`src/core/e1sa_params.svh`:
```
`ifndef E1SA_PARAMS_SVH
`define E1SA_PARAMS_SVH

// Register offsets on the parallel control port
`define E1SA_ADDR_SR1 8'h06
`define E1SA_ADDR_SR2 8'h07
`define E1SA_ADDR_SSR 8'h1E
`define E1SA_RST_BYTE 8'h00

// Receive alarm status field positions
`define E1SA_SR1_SA1 7
`define E1SA_SR1_DMA 6
`define E1SA_SR1_SA0 5
`define E1SA_SR1_SLIP 4
`define E1SA_SR1_UA1 3
`define E1SA_SR1_RRA 2
`define E1SA_SR1_RCL 1
`define E1SA_SR1_LOS 0

// Frame event status field positions
`define E1SA_SR2_RMF 7
`define E1SA_SR2_RAF 6
`define E1SA_SR2_TMF 5
`define E1SA_SR2_SEC 4
`define E1SA_SR2_TAF 3
`define E1SA_SR2_TX_CLOCK_LOSS 2
`define E1SA_SR2_RX_CRC4_MF_FLAG 1
`define E1SA_SR2_TX_STORE_SLIP 0

// Stream positions: bit index 0 is the first bit of a timeslot
`define E1SA_TS0 5'h00
`define E1SA_TS16 5'h10
`define E1SA_BIT_FIRST 3'h0
`define E1SA_BIT_LAST 3'h7
`define E1SA_BIT_DMA 3'h5
`define E1SA_BIT_RRA 3'h2
`define E1SA_FRAME_FIRST 4'h0
`define E1SA_FRAME_LAST 4'hF

// Alarm thresholds
`define E1SA_SA_ZEROS 2'h3
`define E1SA_UA_WIN_LAST 9'h1FF
`define E1SA_UA_ZEROS 2'h3
`define E1SA_RCL_ZRUN_LAST 8'hFE
`define E1SA_RCL_ZRUN_MAX 8'hFF
`define E1SA_RCL_WIN_LAST 8'hFE
`define E1SA_RCL_ONES_LAST 6'h1F
`define E1SA_RRA_RUN 2'h3

// Timing, counted in received frames and bits
`define E1SA_FRAME_US 125
`define E1SA_SEC_US 1000000
`define E1SA_FAST_US 62500
`define E1SA_SEC_FRAMES (`E1SA_SEC_US / `E1SA_FRAME_US)
`define E1SA_FAST_FRAMES (`E1SA_FAST_US / `E1SA_FRAME_US)
`define E1SA_CHAN_BITS 8

`endif

```
`src/core/e1sa_pkg.sv`:
```
package e1sa_pkg;
    typedef logic [7:0] e1sa_byte_t;
    // Carrier state, one Gray step between the two
    typedef enum logic {
        E1SA_CL_OK = 1'b0,
        E1SA_CL_LOST = 1'b1
    } e1sa_cl_e;
endpackage

```
`src/core/e1sa_stream_if.sv`:
```
`timescale 1ns/100ps
interface e1sa_stream_if;
    logic ce;
    logic bit_stb;
    logic data;
    logic [4:0] ts;
    logic [2:0] bitn;
    logic [3:0] frame;
    logic sig_ones;
    logic sig_zeros;
    logic unframed_ones;
    logic carrier_loss;
    modport det (
        input ce, bit_stb, data, ts, bitn, frame,
        output sig_ones, sig_zeros, unframed_ones, carrier_loss
    );
    modport core (
        output ce, bit_stb, data, ts, bitn, frame,
        input sig_ones, sig_zeros, unframed_ones, carrier_loss
    );
endinterface

```
`src/core/e1sa_alarm_det.sv`:
```
`timescale 1ns/100ps
`include "e1sa_params.svh"
module e1sa_alarm_det (
    // Clock and reset
    input wire logic clk_i,
    input wire logic sys_rst_i,
    // Stream and alarms
    e1sa_stream_if.det s
);
    e1sa_pkg::e1sa_cl_e cl_st_ff;
    logic [7:0] zrun_ff;
    logic [7:0] cwin_ff;
    logic [5:0] cones_ff;
    logic [8:0] uwin_ff;
    logic [1:0] uz_ff;
    logic [1:0] sz_ff;
    logic sone_ff;
    logic ua_ff;
    logic sa1_ff;
    logic sa0_ff;
    logic [1:0] nxt_uz;
    logic [1:0] nxt_sz;
    logic sig_bit;
    logic mf_end;

    assign nxt_uz = (!s.data && uz_ff != `E1SA_UA_ZEROS) ? uz_ff + 2'h1 : uz_ff;
    assign nxt_sz = (!s.data && sz_ff != `E1SA_SA_ZEROS) ? sz_ff + 2'h1 : sz_ff;
    assign sig_bit = s.bit_stb && s.ts == `E1SA_TS16;
    assign mf_end = sig_bit && s.frame == `E1SA_FRAME_LAST
        && s.bitn == `E1SA_BIT_LAST;

    // Zero run and one density share one state, so set and clear never race
    always_ff @(posedge clk_i or posedge sys_rst_i) begin
        if (sys_rst_i) begin
            cl_st_ff <= e1sa_pkg::E1SA_CL_OK;
            zrun_ff <= 8'h00;
            cwin_ff <= 8'h00;
            cones_ff <= 6'h00;
        end else if (s.ce && s.bit_stb) begin
            zrun_ff <= s.data ? 8'h00 : (zrun_ff == `E1SA_RCL_ZRUN_MAX
                ? zrun_ff : zrun_ff + 8'h01);
            cwin_ff <= (cwin_ff == `E1SA_RCL_WIN_LAST) ? 8'h00
                : cwin_ff + 8'h01;
            cones_ff <= (cwin_ff == `E1SA_RCL_WIN_LAST) ? 6'h00
                : (s.data && cones_ff <= `E1SA_RCL_ONES_LAST)
                ? cones_ff + 6'h01 : cones_ff;
            if (!s.data && zrun_ff == `E1SA_RCL_ZRUN_LAST) begin
                cl_st_ff <= e1sa_pkg::E1SA_CL_LOST;
            end else if (s.data && cones_ff == `E1SA_RCL_ONES_LAST) begin
                cl_st_ff <= e1sa_pkg::E1SA_CL_OK;
            end
        end
    end

    // Unframed all ones over a free 512-bit window
    always_ff @(posedge clk_i or posedge sys_rst_i) begin
        if (sys_rst_i) begin
            uwin_ff <= 9'h000;
            uz_ff <= 2'h0;
            ua_ff <= 1'b0;
        end else if (s.ce && s.bit_stb) begin
            uwin_ff <= uwin_ff + 9'h001;
            if (uwin_ff == `E1SA_UA_WIN_LAST) begin
                uz_ff <= 2'h0;
                ua_ff <= nxt_uz != `E1SA_UA_ZEROS;
            end else begin
                uz_ff <= nxt_uz;
            end
        end
    end

    // Timeslot 16 content judged once per multiframe
    always_ff @(posedge clk_i or posedge sys_rst_i) begin
        if (sys_rst_i) begin
            sz_ff <= 2'h0;
            sone_ff <= 1'b0;
            sa1_ff <= 1'b0;
            sa0_ff <= 1'b0;
        end else if (s.ce && sig_bit) begin
            if (mf_end) begin
                sz_ff <= 2'h0;
                sone_ff <= 1'b0;
                sa1_ff <= nxt_sz != `E1SA_SA_ZEROS;
                sa0_ff <= !(sone_ff || s.data);
            end else begin
                sz_ff <= nxt_sz;
                sone_ff <= sone_ff || s.data;
            end
        end
    end

    assign s.sig_ones = sa1_ff;
    assign s.sig_zeros = sa0_ff;
    assign s.unframed_ones = ua_ff;
    assign s.carrier_loss = cl_st_ff == e1sa_pkg::E1SA_CL_LOST;
endmodule

```
`src/core/e1sa_status_core.sv`:
```
`timescale 1ns/100ps
`include "e1sa_params.svh"
module e1sa_status_core (
    // Clock, reset, enable
    input wire logic clk_i,
    input wire logic sys_rst_i,
    input wire logic ce_i,
    // Parallel control port
    input wire logic [7:0] cpu_addr_i,
    input wire logic [7:0] cpu_wdata_i,
    input wire logic cpu_wr_i,
    input wire logic cpu_rd_i,
    output logic [7:0] cpu_rdata_o,
    // Control bits held elsewhere
    input wire logic crc4_mode_i,
    input wire logic interval_sel_i,
    input wire logic clock_loss_pin_en_i,
    input wire logic [7:0] interrupt_mask_1_i,
    input wire logic [7:0] interrupt_mask_2_i,
    // Receive stream
    input wire logic rx_bit_stb_i,
    input wire logic rx_positive_data_i,
    input wire logic [4:0] rx_ts_i,
    input wire logic [2:0] rx_bit_i,
    input wire logic [3:0] rx_frame_i,
    input wire logic rx_crc4_mf_stb_i,
    // Synchronizer state
    input wire logic fas_search_active_i,
    input wire logic cas_search_active_i,
    input wire logic crc4_search_active_i,
    input wire logic crc4_sync_ok_i,
    input wire logic crc4_search_expired_i,
    input wire logic rx_sync_loss_i,
    // Elastic stores
    input wire logic rx_store_slip_i,
    input wire logic tx_store_slip_i,
    // Transmit side
    input wire logic tx_frame_stb_i,
    input wire logic [3:0] tx_frame_i,
    input wire logic tx_line_clock_i,
    // Outputs
    output logic int_n_o,
    output logic tx_clock_loss_o
);
    function automatic logic at_slot(input logic [4:0] ts,
        input logic [2:0] b, input logic [4:0] wts, input logic [2:0] wb);
        at_slot = (ts == wts) && (b == wb);
    endfunction

    function automatic e1sa_pkg::e1sa_byte_t sr_addr(input int idx);
        sr_addr = (idx == 0) ? `E1SA_ADDR_SR1 : `E1SA_ADDR_SR2;
    endfunction

    e1sa_stream_if u_if ();

    e1sa_pkg::e1sa_byte_t set_w [2];
    e1sa_pkg::e1sa_byte_t ssr_w;
    logic [5:0] crc4_cnt_ff;
    logic [1:0] dma_hist_ff;
    logic dma_ff;
    logic [1:0] rra_ones_ff;
    logic [1:0] rra_zeros_ff;
    logic rra_ff;
    logic [13:0] tick_cnt_ff;
    logic [13:0] tick_last;
    logic sec_ev;
    logic tx_line_clock_prev_ff;
    logic [3:0] tx_clock_loss_cnt_ff;
    logic tx_clock_loss_ff;
    logic [3:0] free_frame_ff;
    logic rx_fstart;
    logic rmf_ev;
    logic raf_ev;
    logic tmf_ev;
    logic taf_ev;
    logic rx_crc4_mf_flag_ev;
    logic tx_line_clock_edge;
    logic dma_smp;
    logic rra_smp;
    logic [1:0] nxt_rra_ones;
    logic [1:0] nxt_rra_zeros;
    e1sa_pkg::e1sa_byte_t rdata_ff;
    logic int_n_ff;
    logic tx_clock_loss_pin_ff;

    // Stream handed to the alarm detectors
    assign u_if.ce = ce_i;
    assign u_if.bit_stb = rx_bit_stb_i;
    assign u_if.data = rx_positive_data_i;
    assign u_if.ts = rx_ts_i;
    assign u_if.bitn = rx_bit_i;
    assign u_if.frame = rx_frame_i;

    e1sa_alarm_det u_det (
        .clk_i(clk_i),
        .sys_rst_i(sys_rst_i),
        .s(u_if.det)
    );

    // Frame positions
    assign rx_fstart = rx_bit_stb_i
        && at_slot(rx_ts_i, rx_bit_i, `E1SA_TS0, `E1SA_BIT_FIRST);
    assign dma_smp = rx_bit_stb_i && rx_frame_i == `E1SA_FRAME_FIRST
        && at_slot(rx_ts_i, rx_bit_i, `E1SA_TS16, `E1SA_BIT_DMA);
    assign rra_smp = rx_bit_stb_i && rx_frame_i[0]
        && at_slot(rx_ts_i, rx_bit_i, `E1SA_TS0, `E1SA_BIT_RRA);
    assign rmf_ev = rx_fstart && rx_frame_i == `E1SA_FRAME_FIRST;
    assign raf_ev = rx_fstart && !rx_frame_i[0];
    assign tmf_ev = tx_frame_stb_i && tx_frame_i == `E1SA_FRAME_FIRST;
    assign taf_ev = tx_frame_stb_i && !tx_frame_i[0];
    // Without CRC4 the boundary is a free count of received frames
    assign rx_crc4_mf_flag_ev = crc4_mode_i ? rx_crc4_mf_stb_i
        : (rx_fstart && free_frame_ff == `E1SA_FRAME_FIRST);

    always_ff @(posedge clk_i or posedge sys_rst_i) begin
        if (sys_rst_i) begin
            free_frame_ff <= 4'h0;
        end else if (ce_i && rx_fstart) begin
            free_frame_ff <= free_frame_ff + 4'h1;
        end
    end

    // CRC4 search timeout count, wraps on overflow
    always_ff @(posedge clk_i or posedge sys_rst_i) begin
        if (sys_rst_i) begin
            crc4_cnt_ff <= 6'h00;
        end else if (ce_i) begin
            if (!crc4_mode_i || crc4_sync_ok_i) begin
                crc4_cnt_ff <= 6'h00;
            end else if (crc4_search_expired_i) begin
                crc4_cnt_ff <= crc4_cnt_ff + 6'h01;
            end
        end
    end

    // Bit 1 of the count is not brought out
    assign ssr_w = {crc4_cnt_ff[5:2], crc4_cnt_ff[0],
        fas_search_active_i,
        cas_search_active_i,
        crc4_search_active_i};

    // Distant multiframe alarm with two-multiframe hysteresis
    always_ff @(posedge clk_i or posedge sys_rst_i) begin
        if (sys_rst_i) begin
            dma_hist_ff <= 2'h0;
            dma_ff <= 1'b0;
        end else if (ce_i && dma_smp) begin
            dma_hist_ff <= {dma_hist_ff[0], rx_positive_data_i};
            if (dma_hist_ff[0] && rx_positive_data_i) begin
                dma_ff <= 1'b1;
            end else if (!dma_hist_ff[0] && !rx_positive_data_i) begin
                dma_ff <= 1'b0;
            end
        end
    end

    // Remote alarm with three-occasion hysteresis
    assign nxt_rra_ones = rx_positive_data_i ? ((rra_ones_ff ==
        `E1SA_RRA_RUN) ? rra_ones_ff : rra_ones_ff + 2'h1) : 2'h0;
    assign nxt_rra_zeros = !rx_positive_data_i ? ((rra_zeros_ff ==
        `E1SA_RRA_RUN) ? rra_zeros_ff : rra_zeros_ff + 2'h1) : 2'h0;

    always_ff @(posedge clk_i or posedge sys_rst_i) begin
        if (sys_rst_i) begin
            rra_ones_ff <= 2'h0;
            rra_zeros_ff <= 2'h0;
            rra_ff <= 1'b0;
        end else if (ce_i && rra_smp) begin
            rra_ones_ff <= nxt_rra_ones;
            rra_zeros_ff <= nxt_rra_zeros;
            if (nxt_rra_ones == `E1SA_RRA_RUN) begin
                rra_ff <= 1'b1;
            end else if (nxt_rra_zeros == `E1SA_RRA_RUN) begin
                rra_ff <= 1'b0;
            end
        end
    end

    // Timer runs on received frames, so it follows the line, not clk_i
    assign tick_last = interval_sel_i
        ? 14'(`E1SA_FAST_FRAMES - 1) : 14'(`E1SA_SEC_FRAMES - 1);
    assign sec_ev = rx_fstart && tick_cnt_ff >= tick_last;

    always_ff @(posedge clk_i or posedge sys_rst_i) begin
        if (sys_rst_i) begin
            tick_cnt_ff <= 14'h0000;
        end else if (ce_i && rx_fstart) begin
            tick_cnt_ff <= sec_ev ? 14'h0000 : tick_cnt_ff + 14'h0001;
        end
    end

    // Transmit clock watchdog timed by receive bits
    assign tx_line_clock_edge = tx_line_clock_i != tx_line_clock_prev_ff;

    always_ff @(posedge clk_i or posedge sys_rst_i) begin
        if (sys_rst_i) begin
            tx_line_clock_prev_ff <= 1'b0;
            tx_clock_loss_cnt_ff <= 4'h0;
            tx_clock_loss_ff <= 1'b0;
        end else if (ce_i) begin
            tx_line_clock_prev_ff <= tx_line_clock_i;
            if (tx_line_clock_edge) begin
                tx_clock_loss_cnt_ff <= 4'h0;
                tx_clock_loss_ff <= 1'b0;
            end else if (rx_bit_stb_i) begin
                if (tx_clock_loss_cnt_ff == 4'(`E1SA_CHAN_BITS - 1)) begin
                    tx_clock_loss_ff <= 1'b1;
                end else begin
                    tx_clock_loss_cnt_ff <= tx_clock_loss_cnt_ff + 4'h1;
                end
            end
        end
    end

    // Sources for the two latched status registers
    always_comb begin
        set_w[0] = 8'h00;
        set_w[0][`E1SA_SR1_SA1] = u_if.sig_ones;
        set_w[0][`E1SA_SR1_DMA] = dma_ff;
        set_w[0][`E1SA_SR1_SA0] = u_if.sig_zeros;
        set_w[0][`E1SA_SR1_SLIP] = rx_store_slip_i;
        set_w[0][`E1SA_SR1_UA1] = u_if.unframed_ones;
        set_w[0][`E1SA_SR1_RRA] = rra_ff;
        set_w[0][`E1SA_SR1_RCL] = u_if.carrier_loss;
        set_w[0][`E1SA_SR1_LOS] = rx_sync_loss_i;
        set_w[1] = 8'h00;
        set_w[1][`E1SA_SR2_RMF] = rmf_ev;
        set_w[1][`E1SA_SR2_RAF] = raf_ev;
        set_w[1][`E1SA_SR2_TMF] = tmf_ev;
        set_w[1][`E1SA_SR2_SEC] = sec_ev;
        set_w[1][`E1SA_SR2_TAF] = taf_ev;
        set_w[1][`E1SA_SR2_TX_CLOCK_LOSS] = tx_clock_loss_ff;
        set_w[1][`E1SA_SR2_RX_CRC4_MF_FLAG] = rx_crc4_mf_flag_ev;
        set_w[1][`E1SA_SR2_TX_STORE_SLIP] = tx_store_slip_i;
    end

    // Latch and readable copy; a new event wins over a same-cycle clear
    for (genvar g = 0; g < 2; g++) begin : g_sr
        e1sa_pkg::e1sa_byte_t lat_ff;
        e1sa_pkg::e1sa_byte_t copy_ff;
        logic hit;
        assign hit = cpu_wr_i && cpu_addr_i == sr_addr(g);
        always_ff @(posedge clk_i or posedge sys_rst_i) begin
            if (sys_rst_i) begin
                lat_ff <= `E1SA_RST_BYTE;
            end else if (ce_i) begin
                if (hit) begin
                    lat_ff <= (lat_ff & ~cpu_wdata_i) | set_w[g];
                end else begin
                    lat_ff <= lat_ff | set_w[g];
                end
            end
        end
        always_ff @(posedge clk_i or posedge sys_rst_i) begin
            if (sys_rst_i) begin
                copy_ff <= `E1SA_RST_BYTE;
            end else if (ce_i && hit) begin
                copy_ff <= (copy_ff & ~cpu_wdata_i)
                    | (lat_ff & cpu_wdata_i);
            end
        end
    end

    // Read data is registered and held until the next read
    always_ff @(posedge clk_i or posedge sys_rst_i) begin
        if (sys_rst_i) begin
            rdata_ff <= `E1SA_RST_BYTE;
        end else if (ce_i && cpu_rd_i) begin
            if (cpu_addr_i == `E1SA_ADDR_SR1) begin
                rdata_ff <= g_sr[0].copy_ff;
            end else if (cpu_addr_i == `E1SA_ADDR_SR2) begin
                rdata_ff <= g_sr[1].copy_ff;
            end else if (cpu_addr_i == `E1SA_ADDR_SSR) begin
                rdata_ff <= ssr_w;
            end else begin
                rdata_ff <= 8'h00;
            end
        end
    end

    // Interrupt and clock-loss pin
    always_ff @(posedge clk_i or posedge sys_rst_i) begin
        if (sys_rst_i) begin
            int_n_ff <= 1'b1;
            tx_clock_loss_pin_ff <= 1'b0;
        end else if (ce_i) begin
            int_n_ff <= ~|((g_sr[0].lat_ff & interrupt_mask_1_i)
                | (g_sr[1].lat_ff & interrupt_mask_2_i));
            tx_clock_loss_pin_ff <= tx_clock_loss_ff && clock_loss_pin_en_i;
        end
    end

    assign cpu_rdata_o = rdata_ff;
    assign int_n_o = int_n_ff;
    assign tx_clock_loss_o = tx_clock_loss_pin_ff;
endmodule

```
`config.mk`:
```
export PLATFORM = sky130hd
export DESIGN_NAME = e1sa_status_core
export DESIGN_NICKNAME = d
export VERILOG_FILES = /design/src/core/e1sa_pkg.sv /design/src/core/e1sa_stream_if.sv /design/src/core/e1sa_alarm_det.sv /design/src/core/e1sa_status_core.sv
export VERILOG_INCLUDE_DIRS = /design/src /design/src/core
export SDC_FILE = /design/constraint.sdc
export NUM_CORES = 1
export LEC_CHECK = 0
export BUFFER_PORTS_ARGS = -buffer_cell sky130_fd_sc_hd__buf_2
export CAP_MARGIN = 20
export CORE_MARGIN = 4
export CORE_UTILIZATION = 48
export CTS_BUF_LIST = sky130_fd_sc_hd__clkbuf_4 sky130_fd_sc_hd__clkbuf_8
export DETAILED_ROUTE_END_ITERATION = 8
export PLACE_DENSITY = 0.71
export SYNTH_ARGS = -nofsm -noshare
export SYNTH_HDL_FRONTEND = slang
export SYNTH_SLANG_ARGS = --single-unit
```
`constraint.sdc`:
```
create_clock -name clk_i -period 3.3 [get_ports clk_i]
set_input_delay 0 -clock clk_i [delete_from_list [all_inputs] [get_ports clk_i]]
set_output_delay 0 -clock clk_i [all_outputs]
set_load 0.05 [all_outputs]
```
; Word level (Yosys, flattened, before mapping)
; Cells that the tools add are included.
; W data, S select, Z words.
[totals]
regBits = 119
latchBits = 0
mem_bits_rw = 0
romBits = 0
output_inout_bits = 10
word_cells = 187
n_memories = 0
[op_classes]
n_addsub = 12
multipliers = 0
n_div = 0
magnitude_cmp = 2
n_eq_ne = 25
n_shift = 0
mux = 36
bitwise_logic = 16
n_reduce_logical = 67
[op_table]
columns = operator, n
row1 = $and A8 B8 Y8, 8
row2 = $mux W8, 8
row3 = $or A8 B8 Y8, 7
row4 = $logic_and A1 B1 Y1, 35
row5 = $eq A8 B8 Y1 const B, 3
row6 = $mux W6, 4
row7 = $add A8 B1 Y8 const B, 2
row8 = $eq A8 B3 Y1 const B, 2
row9 = $mux W2, 8
row10 = $reduce_and A2 Y1, 8
row11 = $add A14 B1 Y14 const B, 1
row12 = $ge A14 B13 Y1, 1
row13 = $mux W14, 1
row14 = $reduce_bool A2 Y1, 7
row15 = $mux W13, 1
row16 = $add A6 B1 Y6 const B, 2
row17 = $logic_not A4 Y1, 3
row18 = $mux W4, 3
row19 = $ne A2 B2 Y1 const B, 6
row20 = $mux W1, 11
row21 = $add A9 B1 Y9 const B, 1
row22 = $eq A9 B9 Y1 const B, 1
row23 = $add A2 B1 Y2 const B, 4
row24 = $add A4 B1 Y4 const B, 2
row25 = other kinds (17), 29

; Depth between registers and ports, before layout
[depth]
word_depth = 7
mapped_depth = 8
ltp_nobuf = 7

; By module
; A second synthesis with hierarchy kept.
[unflattened]
cells_unflattened = 593
hier_area_um2 = 6000.8
[by_module_without_submodules]
columns = module, instances, cells_each, area_each_um2, seq_area_each_um2
row1 = e1sa_status_core, 1, 385, 3942.5, 1978.1
row2 = e1sa_alarm_det, 1, 208, 2058.2, 1001.0

; Worst setup path after synthesis
; Ideal clock, no wire load.
[synth_path]
kind = register to register
from = register tick_cnt_ff[11]
to = register tick_cnt_ff[7]
arrival_time_ns = 1.975
setup_slack_ns = 1.256
stages_incl_launch_ff = 7
path_buffers = 0
synth_period_minus_slack_ns = 2.044
cell_sequence = dfrtp_1 -> ha_1 -> a21o_1 -> a2111oi_1 -> a31oi_2 -> or4_1 -> nand3_1
[synth_between]
elab_chain_len = 3
[synth_rtl]
columns = item, line_no
row1 = from (decl), e1sa_status_core.sv:64  ; logic [13:0] tick_cnt_ff;
row2 = from (signal assigned), e1sa_status_core.sv:188  ; tick_cnt_ff <= sec_ev ? 14'h0000 : tick_cnt_ff + 14'h0001;
row3 = $ge A14 B13 Y1, e1sa_status_core.sv:182  ; assign sec_ev = rx_fstart && tick_cnt_ff >= tick_last;
row4 = $logic_and A1 B1 Y1, e1sa_status_core.sv:182
row5 = $mux W14, e1sa_status_core.sv:188
; Every way passes these cells.
; A chain may end at the register's enable or synchronous reset.

; Worst setup path in the final report
[layout_path]
from = register g_sr[1].lat_ff[3]
to = register int_n_ff (netlist: int_n_o)
[layout_between]
elab_chain_len = 4
[layout_rtl]
columns = item, line_no
row1 = from (decl), e1sa_status_core.sv:239  ; e1sa_pkg::e1sa_byte_t lat_ff;
row2 = from (signal assigned), e1sa_status_core.sv:245  ; lat_ff <= `E1SA_RST_BYTE;
row3 = from (signal assigned), e1sa_status_core.sv:248  ; lat_ff <= (lat_ff & ~cpu_wdata_i) | set_w[g];
row4 = from (signal assigned), e1sa_status_core.sv:250  ; lat_ff <= lat_ff | set_w[g];
row5 = $and A8 B8 Y8, e1sa_status_core.sv:288  ; | (g_sr[1].lat_ff & interrupt_mask_2_i));
row6 = $or A8 B8 Y8, e1sa_status_core.sv:288
row7 = $reduce_or A8 Y1, e1sa_status_core.sv:287  ; int_n_ff <= ~|((g_sr[0].lat_ff & interrupt_mask_1_i)
row8 = $logic_not A1 Y1, e1sa_status_core.sv:287
row9 = to (signal assigned), e1sa_status_core.sv:287
row10 = to (decl), e1sa_status_core.sv:83  ; logic int_n_ff;
; Every way passes these cells.

==> results list <==
- The flow ran to the end, and the final reports show no timing, DRC or antenna violations.
- In this run the worst hold path is classified as primary input to flop.
- Power per Cell Area: 522 nW/µm²
- Sequential cell area: 2980 µm²
- From bottom edge to top edge, the die measures 119 µm.
- Highest net fanout along the worst path: 3
* Remaining global-route overflow: 0
* Slack of the worst reg-to-reg path: 0.45 ns
* RSZ-0062 raised after global routing: false
* Fraction of registers with async set or reset after synthesis: 1.00
- Worst clock skew: 0.00878 ns
- Of the total synthesized cell area, the portion taken by full adders, half adders and majority gates is 0.0484.
- Finished layout cell area: 7440 µm²
* Via count: 5,106
* Largest net degree at the start of global routing: 76
* Critical path's slowest cell: sky130_fd_sc_hd__dlygate4sd3_1
- The startpoint identified for the worst hold timing path is rx_ts_i[1].
- The placed instances occupy a cell area of 6520 µm².
- The final layout contains 803 nets.
- 79 I/O pins were placed.
* Diode insertion count for antenna repair: 0
- Counting flops and latches in the post-synthesis netlist gives 119.
- Traced cell by cell, the critical path runs through a22o_1 > a221oi_1 > dlygate4sd3_1 > nand4_1 > dlygate4sd3_1 > o21ai_0 > dlygate4sd3_1.
* Worst-case clock buffer depth: 2
- Of the post-synthesis cell area, the dominant cell type holds 0.497.
* Synth top area cells: sky130_fd_sc_hd__dfrtp_1 50%, sky130_fd_sc_hd__ha_1 4.8%, sky130_fd_sc_hd__a22o_1 4.7%
- Timing analysis after detailed placement gives a worst setup slack of 0.886 ns.
- Reg2reg start: g_sr[1].lat_ff[3]$_DFFE_PP0P_
- Worst Tran Pin Value: 0.932 ns
- Max Cap Viol: 0
- Average vias per placed instance: 5.72
- Dividing the detail-routed wire length by the instance count gives 16.2 µm.
- CTS placed an instance of sky130_fd_sc_hd__clkbuf_8 at the clock tree root.
- The first detailed-routing pass took 5 iterations.
- The synthesized-area fraction occupied by ao, oa, aoi and oai cells is 0.154.
* Area occupied by multi-input gates: 2830 µm²
- H-tree depth reported by CTS: 4
- The top cell types in the final layout, fill and taps aside, are 118 x sky130_fd_sc_hd__dfrtp_1, 78 x sky130_fd_sc_hd__buf_2, 62 x sky130_fd_sc_hd__nand2_1.
- Hold Slack: 0.0246 ns
- For this run, the number of Yosys warnings is 0.
- Overall routing resource usage: 0.212
- In this run, post-CTS repair resized a total of 0 instances.
- In the synthesized netlist, the number of instances is 585.
- Kind of critical path: flop to flop
- Critical path startpoint category: flop
* Total count of hold-check failures in the final report: 0
* Cell depth of the worst hold path: 4
- Synth cell types: 57
* Highest metal layer with signal wires: met4
- Worst-path clk slew: 0.07 ns
- Multiplexer share of the synthesized area: 0.0398
- Input and output buffers added on the ports amount to 78.
- The wire-length estimate of the detail-placed layout is 9940 µm.
- Count of filler cells inserted in the layout: 968
* Sink count of the clock tree: 119
- Of the total synthesized cell area, the portion taken by XOR and XNOR cells is 0.0353.
- Worst path required time: 3.67 ns
- In the final routing, the length of wire on met1 measures 6350 µm.
- Most common cell after layout, fill and taps aside: sky130_fd_sc_hd__dfrtp_1
- Summed over all failing endpoints, the final setup total negative slack is 0 ns.
- The number of clock buffers added by TritonCTS is 17.
* Antenna violations before repair: 0
- Layout cell share with drive strength beyond 1: 0.204
- Final worst-path cycle share: 0.862
* Number of standard cells in the final layout excluding fillers: 892
- Worst Slack Setup Final: 0.454 ns
* Skew-Pair Late Insertion Delay: 0.43 ns
* Simple-gate portion of the synthesized area: 0.199
- First-pass GRT wire length: 24,600 µm
* CTS tree: yes
- Area added between synthesis and finish: 25.1%
- In this run the tightest slew margin relative to its limit is 0.379.
- Total DRC errors in the routed layout: 0
* Final Total Pwr: 3.89 mW
- In this run, synthesis inferred 0 flip-flops with an integrated enable.
- In this run the horizontal extent of the chip is 119 µm.
* Number of placement rows: 40
- Hold Path End: rra_zeros_ff[0]$_DFFE_PP0P_
- The number of placed instances, taps included, is 819.
* Static Leak: 3.44 nW
- Remaining number of nets flagged by the antenna check after routing: 0
- Synthesis produced a netlist with a net count of 677.
- On the worst path, the slowest cell contributes a delay of 0.61 ns.
- The die covers 14,200 µm².
- The core region is 12,100 µm².
- Data arrival time at the worst-slack endpoint: 3.21 ns
* Bufs and invs on worst path: 3
- For this configuration, the core starts out at a cell density of 0.493.
- Dominant delay contributor by cell family on the critical path: buffers and inverters
- Total wire length after detailed routing: 14,500 µm
- Post-synthesis cell area: 5950 µm²
* Max Slew Vio Count: 0
* R2R Path End: int_n_o$_DFFE_PP1P_
- Worst Reg2Reg Path Length in Cells: 7
- Post-synthesis sequential area ratio: 0.501
- The worst setup path is captured at a flop.
* Achievable frequency: 351 MHz
- In the detailed route, the total length drawn on met3 is 866 µm.
* Most used cell, CP: sky130_fd_sc_hd__dlygate4sd3_1
* Largest family of logic cells by synthesized area: simple AND/OR/NAND/NOR gates
* Average cell area after synthesis: 10.2 µm²
* Weighted congestion reported at the end of routability-driven placement: 0.798
- Vias in the first global route: 5,227
- Count of routing violations after the opening detailed-route iteration: 510
- In the synthesized netlist the dominant register cell turns out to be sky130_fd_sc_hd__dfrtp_1.
- Final Core Density: 0.617
- After layout, the minimum clock period comes to 2.85 ns.
- The largest total area in the synthesized netlist belongs to sky130_fd_sc_hd__dfrtp_1.
- Across the VDD grid, the largest voltage drop is 0.255 mV.
* Met2 layer wire length in the routed design: 6990 µm
- Setup violations remaining at the end of the flow were counted as 0.
[worst max path at each step]
stage,from,end,slack [ns],cells after the start
2_1_floorplan,sys_rst_i,async pin,0.14,1
3_3_place_gp,tick_cnt_ff[7]$_DFFE_PP0P_,tick_cnt_ff[0]$_DFFE_PP0P_,0.93,6
3_5_place_dp,tick_cnt_ff[7]$_DFFE_PP0P_,tick_cnt_ff[0]$_DFFE_PP0P_,0.89,6
4_1_cts,g_sr[1].lat_ff[3]$_DFFE_PP0P_,int_n_o$_DFFE_PP1P_,0.55,7
5_1_grt,g_sr[1].lat_ff[3]$_DFFE_PP0P_,int_n_o$_DFFE_PP1P_,0.33,7
6_report,g_sr[1].lat_ff[3]$_DFFE_PP0P_,int_n_o$_DFFE_PP1P_,0.45,7
[routing by layer]
layer  vias to the layer above  GRT usage
li1                       2403          -
met1                      2494      0.277
met2                       181      0.343
met3                        28     0.0541
met4                         0     0.0759
met5                         -          0
[layout make-up]
| class | count | share of cell area |
|---|---|---|
| clock buffer | 17 | 0.0314 |
| tap | 168 | 0.0282 |
| sequential | 119 | 0.400 |
| inverter | 16 | 0.00841 |
| clock inverter | 15 | 0.0368 |
| multi-input combinational | 433 | 0.380 |
| timing repair buffer | 124 | 0.114 |
[where the power goes]
part           total [mW]  switching, mW  internal, mW  leakage, nW
Combinational       0.487          0.267         0.220         1.63
Sequential           1.73          0.140          1.59         1.56
Clock                1.67          0.616          1.06        0.246
Total                3.89           1.02          2.86         3.44
[worst register-to-register path, delay by kind of cell (launching register included)]
| family | cells | cell delay (ns) |
|---|---|---|
| buf+inv | 3 | 1.77 |
| compound gates | 3 | 0.51 |
| flops | 1 | 0.43 |
| simple gates | 1 | 0.09 |
[cells in the mapped netlist (5+ instances only)]
library cell / number
sky130_fd_sc_hd__a22o_1: 32
sky130_fd_sc_hd__nor2b_1: 5
sky130_fd_sc_hd__buf_2: 5
sky130_fd_sc_hd__or3_1: 5
sky130_fd_sc_hd__a21oi_1: 24
sky130_fd_sc_hd__and3_1: 8
sky130_fd_sc_hd__inv_1: 16
sky130_fd_sc_hd__nor2_1: 54
sky130_fd_sc_hd__mux2_2: 21
sky130_fd_sc_hd__o21ai_0: 39
sky130_fd_sc_hd__xor2_1: 13
sky130_fd_sc_hd__dfrtp_1: 118
sky130_fd_sc_hd__o31ai_1: 5
sky130_fd_sc_hd__nand3_1: 25
sky130_fd_sc_hd__ha_1: 23
sky130_fd_sc_hd__nor3_1: 13
sky130_fd_sc_hd__xnor2_1: 11
sky130_fd_sc_hd__nand4_1: 18
sky130_fd_sc_hd__nand2_1: 62
sky130_fd_sc_hd__and2_1: 8
sky130_fd_sc_hd__a22oi_1: 9
sky130_fd_sc_hd__clkbuf_1: 10
[cells by family after synthesis]
kind of cell | after synthesis
xor gates and xnor gates | 24
muxes | 21
buffers and inverters | 33
AOI/OAI and AO/OA | 135
DFF | 119
and+or+nand+nor | 230
adders and majority gates | 23
[repair_timing]
action,in CTS,in global routing
hold buffers,41,0
buffers inserted,0,0
hold endpoints to repair,117,0
(Power assumes the default switching activity.)
